==> src/hdl/pdc_pkg.sv <==
// package: register map, reset values and timing constants for the divider and detector control
package pdc_pkg;
    // register offsets
    localparam logic [7:0] ADDR_REF_DIV = 8'h02;
    localparam logic [7:0] ADDR_FB_INT = 8'h03;
    localparam logic [7:0] ADDR_FB_FRAC = 8'h04;
    localparam logic [7:0] ADDR_PD_CTRL = 8'h0b;
    localparam logic [7:0] ADDR_EXACT_CNT = 8'h0c;
    localparam logic [7:0] ADDR_OUT_DIV = 8'h12;
    localparam logic [7:0] ADDR_STATUS = 8'h13;
    // field widths
    localparam int REF_W = 14;
    localparam int INT_W = 20;
    localparam int FRAC_W = 24;
    localparam int OUT_W = 8;
    localparam int EXACT_W = 14;
    localparam int DIV_W = 20;
    // reset values
    localparam logic [23:0] PD_CTRL_RST = 24'h0f8061;
    localparam logic [REF_W-1:0] REF_DIV_RST = 14'h0001;
    localparam logic [INT_W-1:0] FB_INT_RST = 20'h00019;
    localparam logic [FRAC_W-1:0] FB_FRAC_RST = 24'h000000;
    localparam logic [OUT_W-1:0] OUT_DIV_RST = 8'h02;
    localparam logic [EXACT_W-1:0] EXACT_CNT_RST = 14'h0000;
    // detector control field positions
    localparam int PD_DEL_LSB = 0;
    localparam int DETECTOR_UP_OUTPUT_ENABLE_BIT = 5;
    localparam int DETECTOR_DOWN_OUTPUT_ENABLE_BIT = 6;
    localparam int PD_SLIP_LSB = 7;
    localparam int PD_FORCE_UP_BIT = 9;
    localparam int PD_FORCE_DN_BIT = 10;
    // feedback ratio limits
    localparam logic [INT_W-1:0] INT_MODE_MIN = 20'd16;
    localparam logic [INT_W-1:0] INT_MODE_MAX = 20'd525287;
    localparam logic [INT_W-1:0] FRAC_MODE_MIN = 20'd20;
    localparam logic [INT_W-1:0] FRAC_MODE_MAX = 20'd242284;
    // slip prevention thresholds in picoseconds, turned into clock cycles (rounded up)
    localparam int CLK_PERIOD_PS = 40000;
    localparam int SLIP_T1_PS = 5400;
    localparam int SLIP_T2_PS = 14400;
    localparam int SLIP_T3_PS = 24100;
    localparam logic [7:0] SLIP_T1_CYC = 8'((SLIP_T1_PS + CLK_PERIOD_PS - 1) / CLK_PERIOD_PS);
    localparam logic [7:0] SLIP_T2_CYC = 8'((SLIP_T2_PS + CLK_PERIOD_PS - 1) / CLK_PERIOD_PS);
    localparam logic [7:0] SLIP_T3_CYC = 8'((SLIP_T3_PS + CLK_PERIOD_PS - 1) / CLK_PERIOD_PS);
endpackage

==> src/hdl/pdc_top.sv <==
// divider chain and phase detector control with its register file
//
// Functional notes
// - three-bit detector reset delay select in bits 2:0, resets to 001.
// - detector up output driven while bit 5 is set, or at any time while bit 9 is set; bit 5 resets set.
// - detector down output driven while bit 6 is set, or at any time while bit 10 is set; bit 6 resets set.
// - two-bit slip threshold: 0 off, else about 5.4, 14.4, 24.1 ns; all three round up to one 40 ns clock cycle here.
// - bit 9 forces pump up output on; test only, resets clear.
// - bit 10 forces pump down output on; test only, resets clear.
// - reference divider takes the reference and divides to the comparison rate.
// - feedback ratio 16 to 525287 integer, 20 to 242283 fractional, two registers.
// - output divider supports even ratios only.
// - overall ratio is feedback over reference times output division.
// - fraction is 24 bits; integer register holds floor, fraction the remainder.
// - 14-bit correction counter; 0 and 1 disable, 2 to 16383 enable.
`timescale 1ns/100ps
`default_nettype none
module pdc_top
    import pdc_pkg::*;
(
    input wire logic core_clk,
    input wire logic resetn,
    input wire logic [7:0] reg_addr,
    input wire logic [23:0] reg_wdata,
    input wire logic reg_wr,
    output logic [23:0] reg_rdata,
    input wire logic ref_tick,
    input wire logic vco_tick,
    output logic cmp_tick,
    output logic fb_tick,
    output logic out_clk,
    output logic detector_up,
    output logic detector_down,
    output logic slip_boost_up,
    output logic slip_boost_down,
    output logic ratio_valid
);
    typedef struct packed {
        logic [23:0] pd_ctrl;
        logic [REF_W-1:0] ref_div;
        logic [INT_W-1:0] fb_int;
        logic [FRAC_W-1:0] fb_frac;
        logic [OUT_W-1:0] out_div;
        logic [EXACT_W-1:0] exact_cnt;
        logic [FRAC_W-1:0] acc;
        logic carry;
        logic [EXACT_W-1:0] chan;
        logic up_pend;
        logic dn_pend;
        logic [3:0] rst_dly;
        logic [7:0] err_cnt;
        logic out_clk;
        logic [23:0] rdata;
    } pdc_st_t;

    pdc_st_t s_q, s_d;
    logic cmp_pulse;
    logic fb_pulse;
    logic half_pulse;
    logic [FRAC_W:0] acc_sum;
    logic [INT_W-1:0] fb_mod;
    logic [7:0] slip_thr;
    logic frac_mode;
    logic ratio_ok;
    logic [2:0] del_sel;
    logic [1:0] slip_sel;

    assign del_sel = s_q.pd_ctrl[PD_DEL_LSB +: 3];
    assign slip_sel = s_q.pd_ctrl[PD_SLIP_LSB +: 2];
    assign acc_sum = {1'b0, s_q.acc} + {1'b0, s_q.fb_frac};
    assign fb_mod = s_q.fb_int + INT_W'(s_q.carry);
    assign frac_mode = (s_q.fb_frac != '0);

    // legal feedback ratio depends on the mode
    assign ratio_ok = frac_mode ? (s_q.fb_int >= FRAC_MODE_MIN && s_q.fb_int < FRAC_MODE_MAX)
                                : (s_q.fb_int >= INT_MODE_MIN && s_q.fb_int <= INT_MODE_MAX);

    // threshold lookup, zero means feature off
    always_comb begin
        unique case (slip_sel)
            2'd1: slip_thr = SLIP_T1_CYC;
            2'd2: slip_thr = SLIP_T2_CYC;
            2'd3: slip_thr = SLIP_T3_CYC;
            default: slip_thr = 8'h00;
        endcase
    end

    // reference divider: comparison rate = reference / ref_div
    pdc_div u_ref_div (
        .core_clk(core_clk),
        .resetn(resetn),
        .tick_in(ref_tick),
        .divisor(DIV_W'(s_q.ref_div)),
        .tick_out(cmp_pulse)
    );

    // feedback divider: modulus steps to int+1 on accumulator carry
    pdc_div u_fb_div (
        .core_clk(core_clk),
        .resetn(resetn),
        .tick_in(vco_tick),
        .divisor(fb_mod),
        .tick_out(fb_pulse)
    );

    // output divider toggles every half ratio, so the ratio is always even
    pdc_div u_out_div (
        .core_clk(core_clk),
        .resetn(resetn),
        .tick_in(vco_tick),
        .divisor(DIV_W'(s_q.out_div[OUT_W-1:1])),
        .tick_out(half_pulse)
    );

    always_comb begin
        s_d = s_q;
        // register writes
        if (reg_wr) begin
            unique case (reg_addr)
                ADDR_PD_CTRL: s_d.pd_ctrl = reg_wdata;
                ADDR_REF_DIV: s_d.ref_div = reg_wdata[REF_W-1:0];
                ADDR_FB_INT: s_d.fb_int = reg_wdata[INT_W-1:0];
                ADDR_FB_FRAC: s_d.fb_frac = reg_wdata[FRAC_W-1:0];
                ADDR_OUT_DIV: s_d.out_div = {reg_wdata[OUT_W-1:1], 1'b0};
                ADDR_EXACT_CNT: s_d.exact_cnt = reg_wdata[EXACT_W-1:0];
                default: ;
            endcase
        end
        // read data registered one cycle after the address
        unique case (reg_addr)
            ADDR_PD_CTRL: s_d.rdata = s_q.pd_ctrl;
            ADDR_REF_DIV: s_d.rdata = 24'(s_q.ref_div);
            ADDR_FB_INT: s_d.rdata = 24'(s_q.fb_int);
            ADDR_FB_FRAC: s_d.rdata = s_q.fb_frac;
            ADDR_OUT_DIV: s_d.rdata = 24'(s_q.out_div);
            ADDR_EXACT_CNT: s_d.rdata = 24'(s_q.exact_cnt);
            ADDR_STATUS: s_d.rdata = {19'h0, s_q.carry, s_q.dn_pend, s_q.up_pend, frac_mode, ratio_ok};
            default: s_d.rdata = 24'h000000;
        endcase
        // fraction accumulator steps once per feedback period
        if (fb_pulse) begin
            s_d.acc = acc_sum[FRAC_W-1:0];
            s_d.carry = acc_sum[FRAC_W];
            // exact mode: restart the sequence every exact_cnt periods,
            // which cancels the 24-bit rounding offset
            if (s_q.exact_cnt > 14'h0001) begin
                if (s_q.chan + 14'h0001 >= s_q.exact_cnt) begin
                    s_d.chan = '0;
                    s_d.acc = '0;
                end else begin
                    s_d.chan = s_q.chan + 14'h0001;
                end
            end else begin
                s_d.chan = '0;
            end
        end
        // phase detector: set wins over the delayed clear
        if (s_q.up_pend && s_q.dn_pend) begin
            if (s_q.rst_dly >= {1'b0, del_sel}) begin
                s_d.up_pend = 1'b0;
                s_d.dn_pend = 1'b0;
                s_d.rst_dly = '0;
            end else begin
                s_d.rst_dly = s_q.rst_dly + 4'h1;
            end
        end else begin
            s_d.rst_dly = '0;
        end
        if (cmp_pulse) begin
            s_d.up_pend = 1'b1;
        end
        if (fb_pulse) begin
            s_d.dn_pend = 1'b1;
        end
        // phase error length, saturating
        if (s_q.up_pend != s_q.dn_pend) begin
            if (s_q.err_cnt != 8'hff) begin
                s_d.err_cnt = s_q.err_cnt + 8'h01;
            end
        end else begin
            s_d.err_cnt = '0;
        end
        if (half_pulse) begin
            s_d.out_clk = ~s_q.out_clk;
        end
    end

    // state register; reset clears the pending flags and counters,
    // then loads the register defaults so software need not rewrite them
    always_ff @(posedge core_clk) begin
        if (!resetn) begin
            s_q <= '0;
            s_q.pd_ctrl <= PD_CTRL_RST;
            s_q.ref_div <= REF_DIV_RST;
            s_q.fb_int <= FB_INT_RST;
            s_q.fb_frac <= FB_FRAC_RST;
            s_q.out_div <= OUT_DIV_RST;
            s_q.exact_cnt <= EXACT_CNT_RST;
        end else begin
            s_q <= s_d;
        end
    end

    // detector outputs gated by enables, forced on by test bits
    assign detector_up = (s_q.up_pend && s_q.pd_ctrl[DETECTOR_UP_OUTPUT_ENABLE_BIT]) || s_q.pd_ctrl[PD_FORCE_UP_BIT];
    assign detector_down = (s_q.dn_pend && s_q.pd_ctrl[DETECTOR_DOWN_OUTPUT_ENABLE_BIT]) || s_q.pd_ctrl[PD_FORCE_DN_BIT];
    // extra current once the lone pulse outlasts the threshold
    assign slip_boost_up = (slip_thr != 8'h00) && s_q.up_pend && !s_q.dn_pend && (s_q.err_cnt >= slip_thr);
    assign slip_boost_down = (slip_thr != 8'h00) && s_q.dn_pend && !s_q.up_pend && (s_q.err_cnt >= slip_thr);
    // divider pulses and register port straight from their flip-flops
    assign cmp_tick = cmp_pulse;
    assign fb_tick = fb_pulse;
    assign out_clk = s_q.out_clk;
    assign ratio_valid = ratio_ok;
    assign reg_rdata = s_q.rdata;
endmodule // pdc_top
`default_nettype wire

==> src/hdl/pdc_div.sv <==
// pulse divider: one output pulse per divisor input pulses
`timescale 1ns/100ps
`default_nettype none
module pdc_div
    import pdc_pkg::*;
(
    input wire logic core_clk,
    input wire logic resetn,
    input wire logic tick_in,
    input wire logic [DIV_W-1:0] divisor,
    output logic tick_out
);
    typedef struct packed {
        logic [DIV_W-1:0] cnt;
        logic tick;
    } pdc_div_st_t;

    pdc_div_st_t s_q, s_d;

    // count input pulses; divisor 0 or 1 passes every pulse
    always_comb begin
        s_d = s_q;
        s_d.tick = 1'b0;
        if (tick_in) begin
            if (s_q.cnt + 20'd1 >= divisor) begin
                s_d.cnt = '0;
                s_d.tick = 1'b1;
            end else begin
                s_d.cnt = s_q.cnt + 20'd1;
            end
        end
    end

    always_ff @(posedge core_clk) begin
        if (!resetn) begin
            s_q <= '0;
        end else begin
            s_q <= s_d;
        end
    end

    assign tick_out = s_q.tick;
endmodule // pdc_div
`default_nettype wire

==> config.mk <==
export PLATFORM = sky130hd
export DESIGN_NAME = pdc_top
export DESIGN_NICKNAME = d
export VERILOG_FILES = /design/src/hdl/pdc_pkg.sv /design/src/hdl/pdc_top.sv /design/src/hdl/pdc_div.sv
export SDC_FILE = /design/constraint.sdc
export NUM_CORES = 1
export LEC_CHECK = 0
export ABC_CLOCK_PERIOD_IN_PS = 3730
export BUFFER_PORTS_ARGS = -buffer_cell sky130_fd_sc_hd__buf_2
export CORE_MARGIN = 2
export CORE_UTILIZATION = 50
export CTS_BUF_LIST = sky130_fd_sc_hd__clkbuf_4 sky130_fd_sc_hd__clkbuf_8
export DETAILED_ROUTE_END_ITERATION = 8
export GPL_ROUTABILITY_DRIVEN = 0
export PLACE_DENSITY = 0.7
export SKIP_CTS_REPAIR_TIMING = 1
export SYNTH_ARGS = -nofsm -noshare
export SYNTH_HDL_FRONTEND = slang
export SYNTH_HIERARCHICAL = 1
export SYNTH_SLANG_ARGS = --single-unit
==> constraint.sdc <==
create_clock -name core_clk -period 3.73 [get_ports core_clk]
set_input_delay 0.1865 -clock core_clk [delete_from_list [all_inputs] [get_ports core_clk]]
set_output_delay 0.1865 -clock core_clk [all_outputs]
set_load 0.01 [all_outputs]
== Word level (Yosys, flattened, before mapping) ==
Cells that the tools add are included.

* Eq/ne operators: 12
* Add/sub/neg operators: 8
* Bitwise operators: 3
* Reductions and logical operators: 34
* Mux-type cells: 17
* Magnitude comparators: 11

{| class="wikitable"
|+ Operator list
! kind !! number
|-
| 24-bit case mux with 7 select lines || 1
|-
| 20-bit by 1-bit adder with 20-bit output (second input constant) || 3
|-
| 20-bit 2-to-1 mux || 3
|-
| 24-bit 2-to-1 mux || 2
|-
| 20-bit by 5-bit greater-or-equal comparator with 1-bit output (second input constant) || 2
|-
| 14-bit 2-to-1 mux || 2
|-
| 24-bit by 24-bit adder with 25-bit output || 1
|-
| 24-bit nonzero test || 1
|-
| 2-bit AND reduction || 11
|-
| 20-bit by 1-bit adder with 20-bit output || 1
|-
| 20-bit by 14-bit greater-or-equal comparator with 1-bit output || 1
|-
| 20-bit greater-or-equal comparator || 1
|-
| 20-bit by 7-bit greater-or-equal comparator with 1-bit output || 1
|-
| 20-bit less-or-equal comparator (second input constant) || 1
|-
| 20-bit by 18-bit less-than comparator with 1-bit output (second input constant) || 1
|-
| 8-bit by 2-bit == test with 1-bit output (second input constant) || 2
|-
| 8-bit by 4-bit == test with 1-bit output (second input constant) || 2
|-
| 8-bit by 5-bit == test with 1-bit output (second input constant) || 2
|-
| 14-bit by 1-bit adder with 14-bit output (second input constant) || 1
|-
| 14-bit greater-or-equal comparator || 1
|-
| 14-bit by 1-bit greater-than comparator with 1-bit output (second input constant) || 1
|-
| 1-bit logical AND || 11
|-
| 8-bit by 1-bit adder with 8-bit output (second input constant) || 1
|-
| 8-bit by 3-bit == test with 1-bit output (second input constant) || 1
|-
| other kinds (15) || 31
|}

* Input bits: 37
* Flip-flop bits (word level): 244
* Output and inout port bits: 32
* Word-level logic and storage cells: 106

== Depth between registers and ports, before layout ==
* Depth after elaboration: 7
* Depth in mapped cells: 18
* Mapped depth without buffers: 16

== Modules after synthesis ==
The synthesis kept the hierarchy.

{| class="wikitable"
|+ Modules (own cells, without submodules)
! module !! times used !! cells an instance !! area an instance (µm²) !! sequential area each (µm²)
|-
| pdc_top || 1 || 1207 || 9853.2 || 3623.5
|-
| pdc_div || 3 || 241 || 1844.3 || 420.4
|}

== Least setup slack after synthesis ==
Ideal clock, no wire load.

* Path kind: register -> register
* Start point: register s_q[53] (netlist name)
* End point: register u_fb_div/s_q[9] (netlist name)
* Clock period less this slack: 3.889 ns
* Path buffers: 1
* Setup time: 0.059 ns
* Path slack: -0.159 ns
* Arrival time: 3.831 ns
* Stages on the path, launching flop included: 18
* Data required time: 3.671 ns
* Cell sequence: dfxtp_1 > ha_1 > ha_1 > nand3_1 > nor2_1 > nand2_1 > nor2_1 > or3b_2 > xnor2_1 > inv_1 > ha_1 > and4_1 > and3_1 > a221oi_1 > nand4_1 > nor3_2 > buf_2 > a22o_1

{| class="wikitable"
|+ RTL lines
! element !! RTL line !! text
|-
| end signal: assignment || pdc_div.sv:36 || <nowiki>s_q <= '0;</nowiki>
|-
| end signal: assignment || pdc_div.sv:38 || <nowiki>s_q <= s_d;</nowiki>
|-
| end: declaration || pdc_div.sv:18 || <nowiki>pdc_div_st_t s_q, s_d;</nowiki>
|}

==> impl_table.tex <==
\begin{tabular}{lr}
\hline
Metric & Value \\
\hline
\multicolumn{2}{l}{\textbf{Synthesis}} \\
Proportion of netlist area held by the largest area contributor & 31.75\% \\
Warnings from Yosys & 6 \\
Post-synth EDFFs & 0 \\
Mean cell area of the mapped netlist & 7.972 µm² \\
Cell taking the most area after synthesis & sky130\_fd\_sc\_hd\_\_dfxtp\_1 \\
Cells after synthesis & 1,930 \\
Unique cell type count in the Yosys netlist & 87 \\
Post-synthesis register bit count & 244 \\
Share of flip-flops with an asynchronous set or reset after synthesis & 0\% \\
Synth Cell Area & 15,390 µm² \\
Synth top area cells & sky130\_fd\_sc\_hd\_\_dfxtp\_1 32\%, sky130\_fd\_sc\_hd\_\_ha\_1 9.0\%, sky130\_fd\_sc\_hd\_\_nand2\_1 8.6\% \\
Post-synth top flop & sky130\_fd\_sc\_hd\_\_dfxtp\_1 \\
Seq/Total Area, Yosys & 31.75\% \\
\multicolumn{2}{l}{\textbf{CTS}} \\
Max Buffers Root-to-Sink & 3 \\
CTS Root Buffer Type & sky130\_fd\_sc\_hd\_\_clkbuf\_8 \\
Number of H-tree branching levels & 2 \\
Clock latency on the worst-skew pair & 570 ps \\
Clock tree from TritonCTS & yes \\
Num Clock Sinks & 244 \\
Clock-pin slew on the worst setup and hold paths & 60 ps \\
Number of buffers created by CTS & 45 \\
\multicolumn{2}{l}{\textbf{Pwr}} \\
Power Dens Cells & 325.6 nW/µm² \\
Leakage power of the design & 7.176 nW \\
Peak VDD IR & 0.2609 mV \\
\multicolumn{2}{l}{\textbf{STA}} \\
Final period demand of the worst path & 3634 ps \\
Maximum clock skew at final layout & 20.90 ps \\
Hold violation total from the final report & 0 \\
Final setup violation count & 0 \\
Worst Tran Pin Value & 1060 ps \\
Final number of max-transition violations & 0 \\
Relative slew margins & 29.19\% \\
Tcrit/Tclk final & 97.44\% \\
F\_max & 275.1 MHz \\
\multicolumn{2}{l}{\textbf{Placed design}} \\
Instance area after placement & 16,040 µm² \\
Number of placed instances, taps included & 2,332 \\
IO Port Bufs & 68 \\
Final HPWL DP & 30.07 mm \\
\multicolumn{2}{l}{\textbf{Layout}} \\
Net count reported at finish & 2,162 \\
Area growth syn-to-layout & 13.25\% \\
Most common cell after layout, fill and taps aside & sky130\_fd\_sc\_hd\_\_nand2\_1 \\
ANT cells & 0 \\
Finished Layout Cells & 2,440 \\
Fraction of final layout cells with drive strength greater than 1 & 13.65\% \\
Post-Layout Inst Area & 17,420 µm² \\
Fillers & 2,798 \\
Commonest non-fill, non-tap cells in the layout & 351 x sky130\_fd\_sc\_hd\_\_nand2\_1, 235 x sky130\_fd\_sc\_hd\_\_dfxtp\_1, 112 x sky130\_fd\_sc\_hd\_\_inv\_1, 108 x sky130\_fd\_sc\_hd\_\_ha\_1, 103 x sky130\_fd\_sc\_hd\_\_nor2\_1 \\
\multicolumn{2}{l}{\textbf{Floorplan}} \\
Rows & 64 \\
Placeable core region & 30,430 µm² \\
Ports & 69 \\
Die width & 179.4 µm \\
Starting density of the core & 50.56\% \\
DIE HEIGHT & 179.4 µm \\
Total die area & 32,190 µm² \\
\multicolumn{2}{l}{\textbf{Outcome}} \\
Status & finished clean \\
\multicolumn{2}{l}{\textbf{Drt}} \\
Antenna violation net count after detailed routing & 0 \\
1st-pass router iterations & 6 \\
Average wire per standard cell & 17.25 µm \\
Routed vias & 14.05k \\
DRC violations left & 0 \\
Iteration-0 DRC Markers & 1,282 \\
Total detailed-routing wirelength & 42.10 mm \\
Mean number of vias per cell & 5.757 \\
\multicolumn{2}{l}{\textbf{Critical path}} \\
Worst-path fanout max & 8 \\
Type of element launching the critical path & flop \\
Endpoint class of the critical path & flop \\
Crit Path Category & reg -> reg \\
Data required time at the worst endpoint & 4240 ps \\
Worst EP arrival & 4140 ps \\
\multicolumn{2}{l}{\textbf{Global route}} \\
Antenna violations before repair & 0 \\
Aggregate global-route resource usage & 25.04\% \\
Via count of the first global-routing pass & 13.24k \\
First-pass GRT wire length & 67.50 mm \\
Overflow left after global routing & 0 \\
Maximum number of pins on one net before global-route repair & 66 \\
\multicolumn{2}{l}{\textbf{Run}} \\
Reported max-cap violation count & 0 \\
\multicolumn{2}{l}{\textbf{Worst hold path}} \\
Class of the worst hold path & in -> reg \\
\hline
\end{tabular}
## stage by stage
step | utilization (%) | hold slack [ps] | worst slack [ps] | setup TNS [ps] | power, mW
finish | 57.26 | 5.391 | 95.59 | 0 | 5.674
global route | 57.26 | 2.906 | -76.38 | -896.3 | 5.862
CTS | 55.92 | -156.5 | -69.49 | -460.4 | 5.693
detailed placement | 52.72 | 448.3 | -63.39 | -377.4 | 2.929
global placement | 52.72 | 441.9 | 106.9 | 0 | 2.922
floorplan | - | 304.2 | 7.166 | 0 | 2.814
## worst paths after layout
kind | start | to | slack (ps) | cells after the start
max | s_q[125] | u_fb_div/s_q[1] | 100 | 17
min | reg_wdata[2] | s_q[102] | 5 | 3
max reg2reg | s_q[125] | u_fb_div/s_q[1] | 100 | 17
min reg2reg | s_q[70] | s_q[70] | 460 | 2
## logic make-up after synthesis
kind of cell	Yosys count	share of synthesized area [%]
AND/OR/NAND/NOR	775	24.07
multiplexers	31	2.122
flip-flops	244	31.75
AO/OA/AOI/OAI	425	20.21
XOR/XNOR	99	5.636
adder cells (fa/ha/maj)	112	9.157
other	1	0.02437
buffers and inverters	243	7.034
## sequential cells by signal, indices dropped and copies added, names as in the netlist
name and cells:
s_q 153, reg_rdata 24, u_fb_div/s_q 20, u_out_div/s_q 20, u_ref_div/s_q 20, del_sel 3, out_clk 1, u_fb_div/tick_out 1
u_out_div/tick_out 1, u_ref_div/tick_out 1
## area by class of cell
type / count / area [µm²] / share of cell area (%)
Timing Repair Buffer: 149 / 1037 / 5.953
Tap cell: 396 / 495.5 / 2.844
Clock inverter: 11 / 126.4 / 0.7253
Sequential cell: 244 / 4896 / 28.10
Multi-Input combinational cell: 1461 / 9602 / 55.11
Inverter: 112 / 420.4 / 2.413
Clock buffer: 67 / 847.1 / 4.861
## power by group
| part | leakage, nW | internal [mW] | switching, mW |
|---|---|---|---|
| combinational | 4.69 | 0.107 | 0.169 |
| sequential | 1.97 | 2.62 | 0.0126 |
| clock | 0.520 | 1.60 | 1.17 |
## layer usage
layer  up-vias  global-route usage [%]  share of wire (%)
met1      6566                   33.66                 45
li1       6909                       -                  -
met3       100                   3.626                6.7
met4         0                   9.073                3.3
met2       473                   40.92                 45
met5         -                       0                  0
## Yosys cell counts (41+ instances only)
cell type,n
sky130_fd_sc_hd__inv_1,112
sky130_fd_sc_hd__clkbuf_1,64
sky130_fd_sc_hd__nand3_1,84
sky130_fd_sc_hd__ha_1,111
sky130_fd_sc_hd__a21o_1,41
sky130_fd_sc_hd__nor2_1,107
sky130_fd_sc_hd__dfxtp_1,244
sky130_fd_sc_hd__a21oi_1,58
sky130_fd_sc_hd__o21ai_0,52
sky130_fd_sc_hd__a21boi_0,78
sky130_fd_sc_hd__xnor2_1,73
sky130_fd_sc_hd__nand2_1,351
## worst max-delay path, stage by stage (launching register included)
cell	delay (ps)
sky130_fd_sc_hd__dfxtp_1	450
sky130_fd_sc_hd__ha_4	190
sky130_fd_sc_hd__nand3_4	90
sky130_fd_sc_hd__nor2_4	110
sky130_fd_sc_hd__nand2_1	70
sky130_fd_sc_hd__nor2_2	110
sky130_fd_sc_hd__or3b_2	460
sky130_fd_sc_hd__xnor2_1	180
sky130_fd_sc_hd__inv_1	70
sky130_fd_sc_hd__ha_1	280
sky130_fd_sc_hd__and4_2	250
sky130_fd_sc_hd__and3_4	200
sky130_fd_sc_hd__a221oi_4	230
sky130_fd_sc_hd__nand4_1	150
sky130_fd_sc_hd__buf_6	180
sky130_fd_sc_hd__nor3_4	230
sky130_fd_sc_hd__buf_6	180
sky130_fd_sc_hd__mux2_2	140
(Power assumes the default switching activity.)
